<file path="config.mk">
export PLATFORM = sky130hd
export DESIGN_NAME = dcp_config
export DESIGN_NICKNAME = d
export VERILOG_FILES = /design/src/inc/dcp_pkg.sv /design/src/dcp_config.sv /design/src/dcp_block_protect.sv
export SDC_FILE = /design/constraint.sdc
export NUM_CORES = 1
export LEC_CHECK = 0
export BUFFER_PORTS_ARGS = -buffer_cell sky130_fd_sc_hd__buf_2
export CAP_MARGIN = 20
export CORE_MARGIN = 8
export CORE_UTILIZATION = 42
export CTS_BUF_LIST = sky130_fd_sc_hd__clkbuf_2 sky130_fd_sc_hd__clkbuf_4 sky130_fd_sc_hd__clkbuf_8
export DETAILED_ROUTE_END_ITERATION = 16
export PLACE_DENSITY = 0.79
export SLEW_MARGIN = 10
export SYNTH_ARGS = -nofsm -noshare
export SYNTH_HDL_FRONTEND = slang
export SYNTH_SLANG_ARGS = --single-unit
</file>
<file path="constraint.sdc">
create_clock -name I_SYS_CLK -period 0.8 [get_ports I_SYS_CLK]
set_clock_uncertainty 0.2 [all_clocks]
set_input_delay 0.12 -clock I_SYS_CLK [delete_from_list [all_inputs] [get_ports I_SYS_CLK]]
set_output_delay 0.12 -clock I_SYS_CLK [all_outputs]
set_load 0.02 [all_outputs]
</file>
<file path="src/inc/dcp_pkg.sv">
package dcp_pkg;

    // ------------------------------------------------------------------
    // Bus geometry and register addresses
    // ------------------------------------------------------------------
    localparam int unsigned ADDR_W     = 8;
    localparam int unsigned DATA_W     = 8;
    localparam int unsigned NUM_BLOCKS = 4;

    localparam logic [7:0] CFG_ADDR = 8'h00;
    localparam logic [7:0] CP_ADDR  = 8'h01;

    // ------------------------------------------------------------------
    // Field positions of the debug and instruction byte
    // ------------------------------------------------------------------
    localparam int unsigned DBG_SEL_BIT = 7;
    localparam int unsigned EXT_ISA_BIT = 6;
    localparam int unsigned SSP_BIT     = 2;
    localparam int unsigned STK_RST_BIT = 0;

    // ------------------------------------------------------------------
    // Implemented masks and unprogrammed values
    // ------------------------------------------------------------------
    localparam logic [7:0] CFG_IMPL_MASK = 8'hC5;
    localparam logic [7:0] CFG_DEFAULT   = 8'h85;
    localparam logic [7:0] CP_IMPL_MASK  = 8'h0F;
    localparam logic [7:0] CP_DEFAULT    = 8'h0F;
    localparam logic [3:0] SMALL_INERT   = 4'hC;

    // ------------------------------------------------------------------
    // State types
    // ------------------------------------------------------------------
    typedef struct packed {
        logic [7:0] cfg;
        logic [7:0] cp;
        logic [7:0] rdata;
        logic       stk_rst;
    } dcp_state_s;

    typedef struct packed {
        logic [3:0] prot;
    } dcp_prot_s;

    // Unimplemented positions are forced to zero
    function automatic logic [7:0] dcp_clean(input logic [7:0] v,
                                             input logic [7:0] m);
        return v & m;
    endfunction

endpackage

</file>
<file path="src/dcp_config.sv">
// Implementation choices: the address map and the plain strobed port.
`timescale 1ns/1ps

// What this block does
// RQ1: Debug-select one frees the debug pins as GPIO, zero reserves them.
// RQ2: Extension bit enables the extra instructions and indexed addressing.
// RQ3: Unused bits of both bytes always read back as zero.
// RQ4: Single-supply bit at one allows low-voltage programming entry.
// RQ5: The single-supply bit changes only by a write in high-voltage programming mode or by an erase.
// RQ6: Stack-fault bit at one turns stack full or underflow into a reset.
// RQ7: Unprogrammed, bits 7, 2 and 0 read one and the extension bit zero.
// RQ8: Each protect bit guards one block: one is open, zero is protected.
// RQ9: Protect bits 3 and 2 read on every part but are inert on small ones.
// RQ10: Protect bits only clear by writes, start at one, and need an erase.
module dcp_config #(
    parameter bit SMALL_MEM = 1'b0
) (
    input  wire logic       I_SYS_CLK,
    input  wire logic       I_NRST,
    input  wire logic [7:0] I_ADDR,
    input  wire logic [7:0] I_WDATA,
    input  wire logic       I_WR_STB,
    input  wire logic       I_RD_STB,
    output logic      [7:0] O_RDATA,
    input  wire logic       I_HV_PROG_MODE,
    input  wire logic       I_ERASE,
    input  wire logic       I_STACK_FULL,
    input  wire logic       I_STACK_UNDERFLOW,
    output logic            O_DEBUG_DATA_PIN_GPIO,
    output logic            O_EXT_INSTR_ENABLE,
    output logic            O_INDEXED_ADDR_ENABLE,
    output logic            O_SINGLE_SUPPLY_PROG_ENABLE,
    output logic            O_STACK_FAULT_RESET,
    output logic      [3:0] O_BLOCK_PROTECT
);

    // ------------------------------------------------------------------
    // Reset release
    // ------------------------------------------------------------------
    logic rst_meta_r;
    logic rst_n;

    // Assert at once, release after two clean edges
    always_ff @(posedge I_SYS_CLK or negedge I_NRST) begin
        if (!I_NRST) begin
            rst_meta_r <= 1'b0;
            rst_n      <= 1'b0;
        end else begin
            rst_meta_r <= 1'b1;
            rst_n      <= rst_meta_r;
        end
    end

    // ------------------------------------------------------------------
    // Configuration state
    // ------------------------------------------------------------------
    dcp_pkg::dcp_state_s st_r;
    dcp_pkg::dcp_state_s st_nxt;
    logic [7:0]          cfg_wr;
    logic                cfg_hit;
    logic                cp_hit;

    // Address decode shared by the write and read paths
    assign cfg_hit = (I_ADDR == dcp_pkg::CFG_ADDR);
    assign cp_hit  = (I_ADDR == dcp_pkg::CP_ADDR);

    // Next state: erase beats a write, reads see the value before any write
    always_comb begin
        st_nxt       = st_r;
        cfg_wr       = dcp_pkg::dcp_clean(I_WDATA, dcp_pkg::CFG_IMPL_MASK);
        st_nxt.rdata = 8'h00;
        // Fault request is one cycle per cycle of fault input
        st_nxt.stk_rst = (I_STACK_FULL | I_STACK_UNDERFLOW)
                       & st_r.cfg[dcp_pkg::STK_RST_BIT];             // RQ6
        if (!I_HV_PROG_MODE) begin
            // Low-voltage writes must not be able to lock out low-voltage entry
            cfg_wr[dcp_pkg::SSP_BIT] = st_r.cfg[dcp_pkg::SSP_BIT];   // RQ5
        end
        if (I_ERASE) begin
            st_nxt.cfg = dcp_pkg::CFG_DEFAULT;                       // RQ7
            st_nxt.cp  = dcp_pkg::CP_DEFAULT;                        // RQ10
        end else if (I_WR_STB && cfg_hit) begin
            st_nxt.cfg = cfg_wr;                                     // RQ3
        end else if (I_WR_STB && cp_hit) begin
            // Writing a one leaves the bit alone, so protection only grows
            st_nxt.cp = st_r.cp & dcp_pkg::dcp_clean(I_WDATA,
                                         dcp_pkg::CP_IMPL_MASK);     // RQ10
        end
        if (I_RD_STB && cfg_hit) begin
            st_nxt.rdata = dcp_pkg::dcp_clean(st_r.cfg,
                                              dcp_pkg::CFG_IMPL_MASK); // RQ3
        end else if (I_RD_STB && cp_hit) begin
            st_nxt.rdata = dcp_pkg::dcp_clean(st_r.cp,
                                              dcp_pkg::CP_IMPL_MASK);  // RQ3
        end
    end

    // State register; reset stands for the unprogrammed part
    always_ff @(posedge I_SYS_CLK or negedge rst_n) begin
        if (!rst_n) begin
            st_r.cfg     <= dcp_pkg::CFG_DEFAULT;                    // RQ7
            st_r.cp      <= dcp_pkg::CP_DEFAULT;                     // RQ10
            st_r.rdata   <= 8'h00;
            st_r.stk_rst <= 1'b0;
        end else begin
            st_r <= st_nxt;
        end
    end

    // ------------------------------------------------------------------
    // Outputs straight from the state flops
    // ------------------------------------------------------------------
    assign O_RDATA                     = st_r.rdata;
    assign O_DEBUG_DATA_PIN_GPIO       = st_r.cfg[dcp_pkg::DBG_SEL_BIT]; // RQ1
    assign O_EXT_INSTR_ENABLE          = st_r.cfg[dcp_pkg::EXT_ISA_BIT]; // RQ2
    assign O_INDEXED_ADDR_ENABLE       = st_r.cfg[dcp_pkg::EXT_ISA_BIT]; // RQ2
    assign O_SINGLE_SUPPLY_PROG_ENABLE = st_r.cfg[dcp_pkg::SSP_BIT];     // RQ4
    assign O_STACK_FAULT_RESET         = st_r.stk_rst;

    // Protection decode; adds one cycle after a change of the protect bits
    dcp_block_protect #(
        .SMALL_MEM (SMALL_MEM)
    ) u_protect (
        .i_clk     (I_SYS_CLK),
        .i_rst_n   (rst_n),
        .i_cp_bits (st_r.cp[3:0]),
        .o_protect (O_BLOCK_PROTECT)
    );

    // ------------------------------------------------------------------
    // Checks
    // ------------------------------------------------------------------
    a_debug_pin_map: assert property (                              // RQ1
        @(posedge I_SYS_CLK) disable iff (!rst_n)
        (I_WR_STB && cfg_hit && !I_ERASE)
        |=> O_DEBUG_DATA_PIN_GPIO == $past(I_WDATA[7]))
        else $error("debug pin select not taken from write");

    a_ext_instr_map: assert property (                              // RQ2
        @(posedge I_SYS_CLK) disable iff (!rst_n)
        (I_WR_STB && cfg_hit && !I_ERASE)
        |=> O_EXT_INSTR_ENABLE == $past(I_WDATA[6])
            && O_INDEXED_ADDR_ENABLE == O_EXT_INSTR_ENABLE)
        else $error("extension enables not taken from write");

    a_unused_zero: assert property (                                // RQ3
        @(posedge I_SYS_CLK) disable iff (!rst_n)
        (I_RD_STB && cfg_hit) |=> (O_RDATA & 8'h3A) == 8'h00)
        else $error("unused config bits read nonzero");

    a_cp_upper_zero: assert property (                              // RQ3
        @(posedge I_SYS_CLK) disable iff (!rst_n)
        (I_RD_STB && cp_hit) |=> O_RDATA[7:4] == 4'h0
            && O_RDATA[3:0] == $past(st_r.cp[3:0]))
        else $error("protect byte read wrong");

    a_ssp_write: assert property (                                  // RQ4
        @(posedge I_SYS_CLK) disable iff (!rst_n)
        (I_WR_STB && cfg_hit && I_HV_PROG_MODE && !I_ERASE)
        |=> O_SINGLE_SUPPLY_PROG_ENABLE == $past(I_WDATA[2]))
        else $error("single supply bit not written in HV mode");

    a_ssp_guard: assert property (                                  // RQ5
        @(posedge I_SYS_CLK) disable iff (!rst_n)
        (!I_HV_PROG_MODE && !I_ERASE)
        |=> $stable(O_SINGLE_SUPPLY_PROG_ENABLE))
        else $error("single supply bit changed outside HV mode");

    a_stack_reset: assert property (                                // RQ6
        @(posedge I_SYS_CLK) disable iff (!rst_n)
        ##1 O_STACK_FAULT_RESET == ($past(st_r.cfg[0])
            && ($past(I_STACK_FULL) || $past(I_STACK_UNDERFLOW))))
        else $error("stack fault reset request wrong");

    a_erase_defaults: assert property (                             // RQ7
        @(posedge I_SYS_CLK) disable iff (!rst_n)
        I_ERASE |=> st_r.cfg == 8'h85 && st_r.cp == 8'h0F)
        else $error("erase did not restore unprogrammed values");

    a_cp_clear_only: assert property (                              // RQ10
        @(posedge I_SYS_CLK) disable iff (!rst_n)
        !I_ERASE |=> (st_r.cp & ~$past(st_r.cp)) == 8'h00)
        else $error("protect bit returned to one without erase");

    a_cp_follow: assert property (                                  // RQ8
        @(posedge I_SYS_CLK) disable iff (!rst_n)
        (I_WR_STB && cp_hit && !I_ERASE && !I_WDATA[0])
        |=> ##1 O_BLOCK_PROTECT[0])
        else $error("block 0 not protected two cycles after clear");

    a_read_window: assert property (
        @(posedge I_SYS_CLK) disable iff (!rst_n)
        !$past(I_RD_STB) |-> O_RDATA == 8'h00)
        else $error("read data outside its cycle");

    // A cleared stack-fault bit keeps faults away from the reset request
    a_stack_quiet: assert property (                                // RQ6
        @(posedge I_SYS_CLK) disable iff (!rst_n)
        !st_r.cfg[dcp_pkg::STK_RST_BIT] |=> !O_STACK_FAULT_RESET)
        else $error("stack fault reset while disabled");

    // Unmapped addresses read back as zero
    a_unmapped_read: assert property (                              // RQ3
        @(posedge I_SYS_CLK) disable iff (!rst_n)
        (I_RD_STB && !cfg_hit && !cp_hit) |=> O_RDATA == 8'h00)
        else $error("unmapped address read nonzero");

    // Writes to unmapped addresses must not disturb either byte
    a_unmapped_write: assert property (
        @(posedge I_SYS_CLK) disable iff (!rst_n)
        (I_WR_STB && !cfg_hit && !cp_hit && !I_ERASE)
        |=> $stable(st_r.cfg) && $stable(st_r.cp))
        else $error("unmapped write changed a byte");

    // Erase brings every config output back to its unprogrammed level
    a_erase_outputs: assert property (                              // RQ7
        @(posedge I_SYS_CLK) disable iff (!rst_n)
        I_ERASE |=> O_DEBUG_DATA_PIN_GPIO && !O_EXT_INSTR_ENABLE
            && !O_INDEXED_ADDR_ENABLE && O_SINGLE_SUPPLY_PROG_ENABLE)
        else $error("erase left a config output programmed");

    // A protect write can only clear bits: new value is old and data
    a_cp_write_and: assert property (                               // RQ10
        @(posedge I_SYS_CLK) disable iff (!rst_n)
        (I_WR_STB && cp_hit && !I_ERASE)
        |=> st_r.cp == ($past(st_r.cp) & $past(I_WDATA) & 8'h0F))
        else $error("protect write did not clear only");

endmodule

</file>
<file path="src/dcp_block_protect.sv">
`timescale 1ns/1ps

// ----------------------------------------------------------------------
// Per-block code protection from the clearable protect bits
// ----------------------------------------------------------------------
module dcp_block_protect #(
    parameter bit SMALL_MEM = 1'b0
) (
    input  wire logic       i_clk,
    input  wire logic       i_rst_n,
    input  wire logic [3:0] i_cp_bits,
    output logic      [3:0] o_protect
);

    dcp_pkg::dcp_prot_s st_r;
    dcp_pkg::dcp_prot_s st_nxt;

    // A zero bit protects its block; upper blocks are inert on small parts
    always_comb begin
        st_nxt      = st_r;
        st_nxt.prot = ~i_cp_bits;                                   // RQ8
        if (SMALL_MEM) begin
            st_nxt.prot = st_nxt.prot & ~dcp_pkg::SMALL_INERT;      // RQ9
        end
    end

    // State register
    always_ff @(posedge i_clk or negedge i_rst_n) begin
        if (!i_rst_n) begin
            st_r <= '0;
        end else begin
            st_r <= st_nxt;
        end
    end

    assign o_protect = st_r.prot;

    // Blocks 1 and 0 follow the bits one cycle later with the right polarity
    a_cp_polarity: assert property (                                // RQ8
        @(posedge i_clk) disable iff (!i_rst_n)
        ##1 o_protect[1:0] == ~$past(i_cp_bits[1:0]))
        else $error("block protect polarity wrong");

    // Small parts never protect blocks 3 and 2
    a_small_inert: assert property (                                // RQ9
        @(posedge i_clk) disable iff (!i_rst_n)
        SMALL_MEM |-> o_protect[3:2] == 2'b00)
        else $error("inert block shows protection");

endmodule

</file>
==> impl_results.md <==
- Status: complete, but fails checks
- Violated checks: negative hold slack, negative setup slack
- Final setup margin: -0.5537 ns
- Worst r2r path cells: 3
- Synth top area share: between 30% and 40%
- VDD IR-drop max: approximately 0.88 mV
- EDFF count, synth: 0
- Post-route ant nets: 0
- Layout fillers: 124
- Dpl hpwl: about 1600 um
- CTS Hold Bufs: 1
- Fin. Hold Viols: 23
- Levels on crit path: 4
- Leak: between 0.7 and 0.8 nW
- Syn_area_per_cell: approximately 12 sq um
- PD cells: about 1300 mW/mm^2
- Final worst path period need: around 1.4 ns
- Max Cap Viol: 0
- Initial Utilization: between 40% and 50%
- Synth Cell Area: ~890 sq um
- Synth warn: 0
- Crit path capture type: register
- Power after layout: ~0.0019 W
- WP buf/inv: 1
- Smallest hold slack: -0.1834 ns
- CP Cell Sequence: buf_6 -> or4b_4 -> o41a_1 -> a311o_1
- GR Overflow Total: 0
- # diodes: 0
- Vias in the first global route: between 800 and 900
- Wire length per cell after detailed routing: between 10 and 15 um
- Total core area: between 0.0015 and 0.002 sq mm
- Kind of critical path: in2reg
- Unrepaired setup endpoints after global routing: yes
- CTS Buf Count: 3
- Slowest-stage cell, CP: or4b_4
- Total GRT Usage: 12.39%
- Worst hold path class: in2reg
- DR pass1 iterations: 4
- Cells after synthesis: 73
- Crit-path max cell delay: between 0.5 and 0.6 ns
- Count of cell types in the netlist: 24
- RR Endpoint: O_SINGLE_SUPPLY_PROG_ENABLE
- Most numerous cell in the Yosys netlist: dfrtp_1
- Fmax: 738.7 MHz
- Setup Slack @ Placement: -0.8819 ns
- Vias per cell: just under 5
- Top Ports: slightly above 40
- Area grow syn2layout: 63.43%
- CTS Sinks: 21
- Crit share post-route: 169.2%
- Worst reg2reg setup slack: -0.39 ns
- PortBufs: 36
- Worst skew pair latency: between 0.3 and 0.4 ns
- First-pass GRT wire length: roughly 3500 um
- Worst R2R Start: O_SINGLE_SUPPLY_PROG_ENABLE
- 1st-iter DRT viols: 19
- Layout Cells excl Fill: around 150
- Die H: between 60 and 70 um
- Asr flop ratio synth: between 90% and 100%
- Gpl congestion: a little over 0.8
- Post-synth top flop: dfrtp_1
- Die Area: just under 0.004 sq mm
- Die Width: just over 60 um
- CTS tree: done
- Final WL: between 2000 and 2500 um
- Share of cells above drive strength 1: between 60% and 70%
- Vias: 741
- Seq cells post-synth: 21
- CP max FO: 2
- Critical Path AT: between 1 and 1.5 ns
- Antenna violations before repair: 0
- Largest net degree at the start of global routing: 20
- Setup crit start: I_ADDR[1]
- Finish-stage setup viols: 34
- Final nets: 150
- Hold path depth: 2
- Ranking of synthesized cells by area: dfrtp_1 (39%), dfstp_2 (21%), buf_4 (7.6%)
- Synth cell count leaders: dfrtp_1 (14), buf_4 (9), dfstp_2 (7)
- Worst Path Required: roughly 0.84 ns
- Max-slew violations: 0
- H-tree depth: 1
- CP Capture Point: O_SINGLE_SUPPLY_PROG_ENABLE
- Row count: 16
- Drt drc: 0
- Clock Path Buffers: 2
- Critical path launch point type: input pin
- Worst-path clk slew: 0.11 ns
- Root buffer cell: clkbuf_4
- Synth area leader: dfrtp_1
- CP delay by family, top: compound AO/OA/AOI/OAI gates
- Sequential share of the synthesized area: between 60% and 70%
- Cell total after placement: roughly 140
## report_power, final
group	internal [W]	total, W	switching, W
sequential	0.00107	0.00108	0.00000475
clock	0.000229	0.000539	0.000310
combinational	0.000144	0.000260	0.000116
total	0.00145	0.00188	0.000431
## worst min-delay path by stage
stage	from	endpoint	slack, ns
after floorplan	I_NRST	rst_meta_r	-0.38
final	I_STACK_FULL	O_STACK_FAULT_RESET	-0.18
after CTS	I_STACK_FULL	O_STACK_FAULT_RESET	-0.19
after detailed placement	I_NRST	rst_meta_r	-0.29
after global placement	I_NRST	rst_meta_r	-0.30
after global routing	I_STACK_FULL	O_STACK_FAULT_RESET	-0.17
## logic make-up (layout without fill, tap and decap cells)
kind of cell / count (synthesis) / in the layout / share of synthesized area, %
AO/OA/AOI/OAI: 11 / 11 / 9.986
buffers and inverters: 16 / 67 / 10.55
flip-flops: 21 / 21 / 60.06
multiplexers: 2 / 2 / 2.250
other: 2 / 3 / 0.8442
AND/OR/NAND/NOR: 21 / 21 / 16.32
## sequential cells by signal, indices dropped and copies added (netlist names)
signal	flops
O_DEBUG_DATA_PIN_GPIO	1
O_EXT_INSTR_ENABLE	1
O_RDATA	6
O_SINGLE_SUPPLY_PROG_ENABLE	1
O_STACK_FAULT_RESET	1
rst_meta_r	1
rst_n	1
st_r	5
u_protect.o_protect	4
## cell usage in the layout (no fill, tap or decap), drive strengths merged
cell type / instances
nor4: 1
dfrtp: 14
buf: 57
a22o: 2
a21oi: 1
nor4b: 1
clkbuf: 4
o21a: 1
or4: 1
a311o: 1
and2: 4
dlygate4sd3: 1
o31ai: 1
nand4b: 5
or4b: 1
a21o: 4
dfstp: 7
nor3: 2
and4b: 1
o41a: 1
and4: 1
mux2i: 2
inv: 5
nor2: 4
conb: 3
## timing repair
action | in CTS | in global routing
cloned | 0 | 0
endpoints found under the hold margin | 11 | 11
resized for setup | 38 | 12
endpoints found under the setup margin | 34 | 34
buffers inserted | 2 | 2
pin swaps | 7 | 7
## layer usage
metal  vias to the layer above  track usage, %  wire [um]
met5                         -               0          0
met4                         0           7.792         44
met3                         5           2.469        147
met2                        28           22.57       1252
met1                       361           12.56        793
li1                        347               -          -
## cell type report
cell class / instances / area [sq um] / area share, %
sequential: 21 / 536.8 / 36.92
timing repair buffer: 58 / 504.2 / 34.68
multi-input combinational: 37 / 330.3 / 22.72
tap: 27 / 33.78 / 2.324
clock buffer: 4 / 30.03 / 2.065
inverter: 5 / 18.77 / 1.291
## metrics by stage
step           utilization [%]  TNS, ns  instance area (sq um)
6_report                 73.36   -10.59                   1454
4_1_cts                  70.64   -10.55                   1400
3_5_place_dp             61.17   -10.53                   1212
2_1_floorplan                -   -6.177                  959.7
3_3_place_gp             61.17   -10.18                   1212
5_1_grt                  73.36   -11.67                   1454
Note: power is estimated with default switching activity, not from simulation.
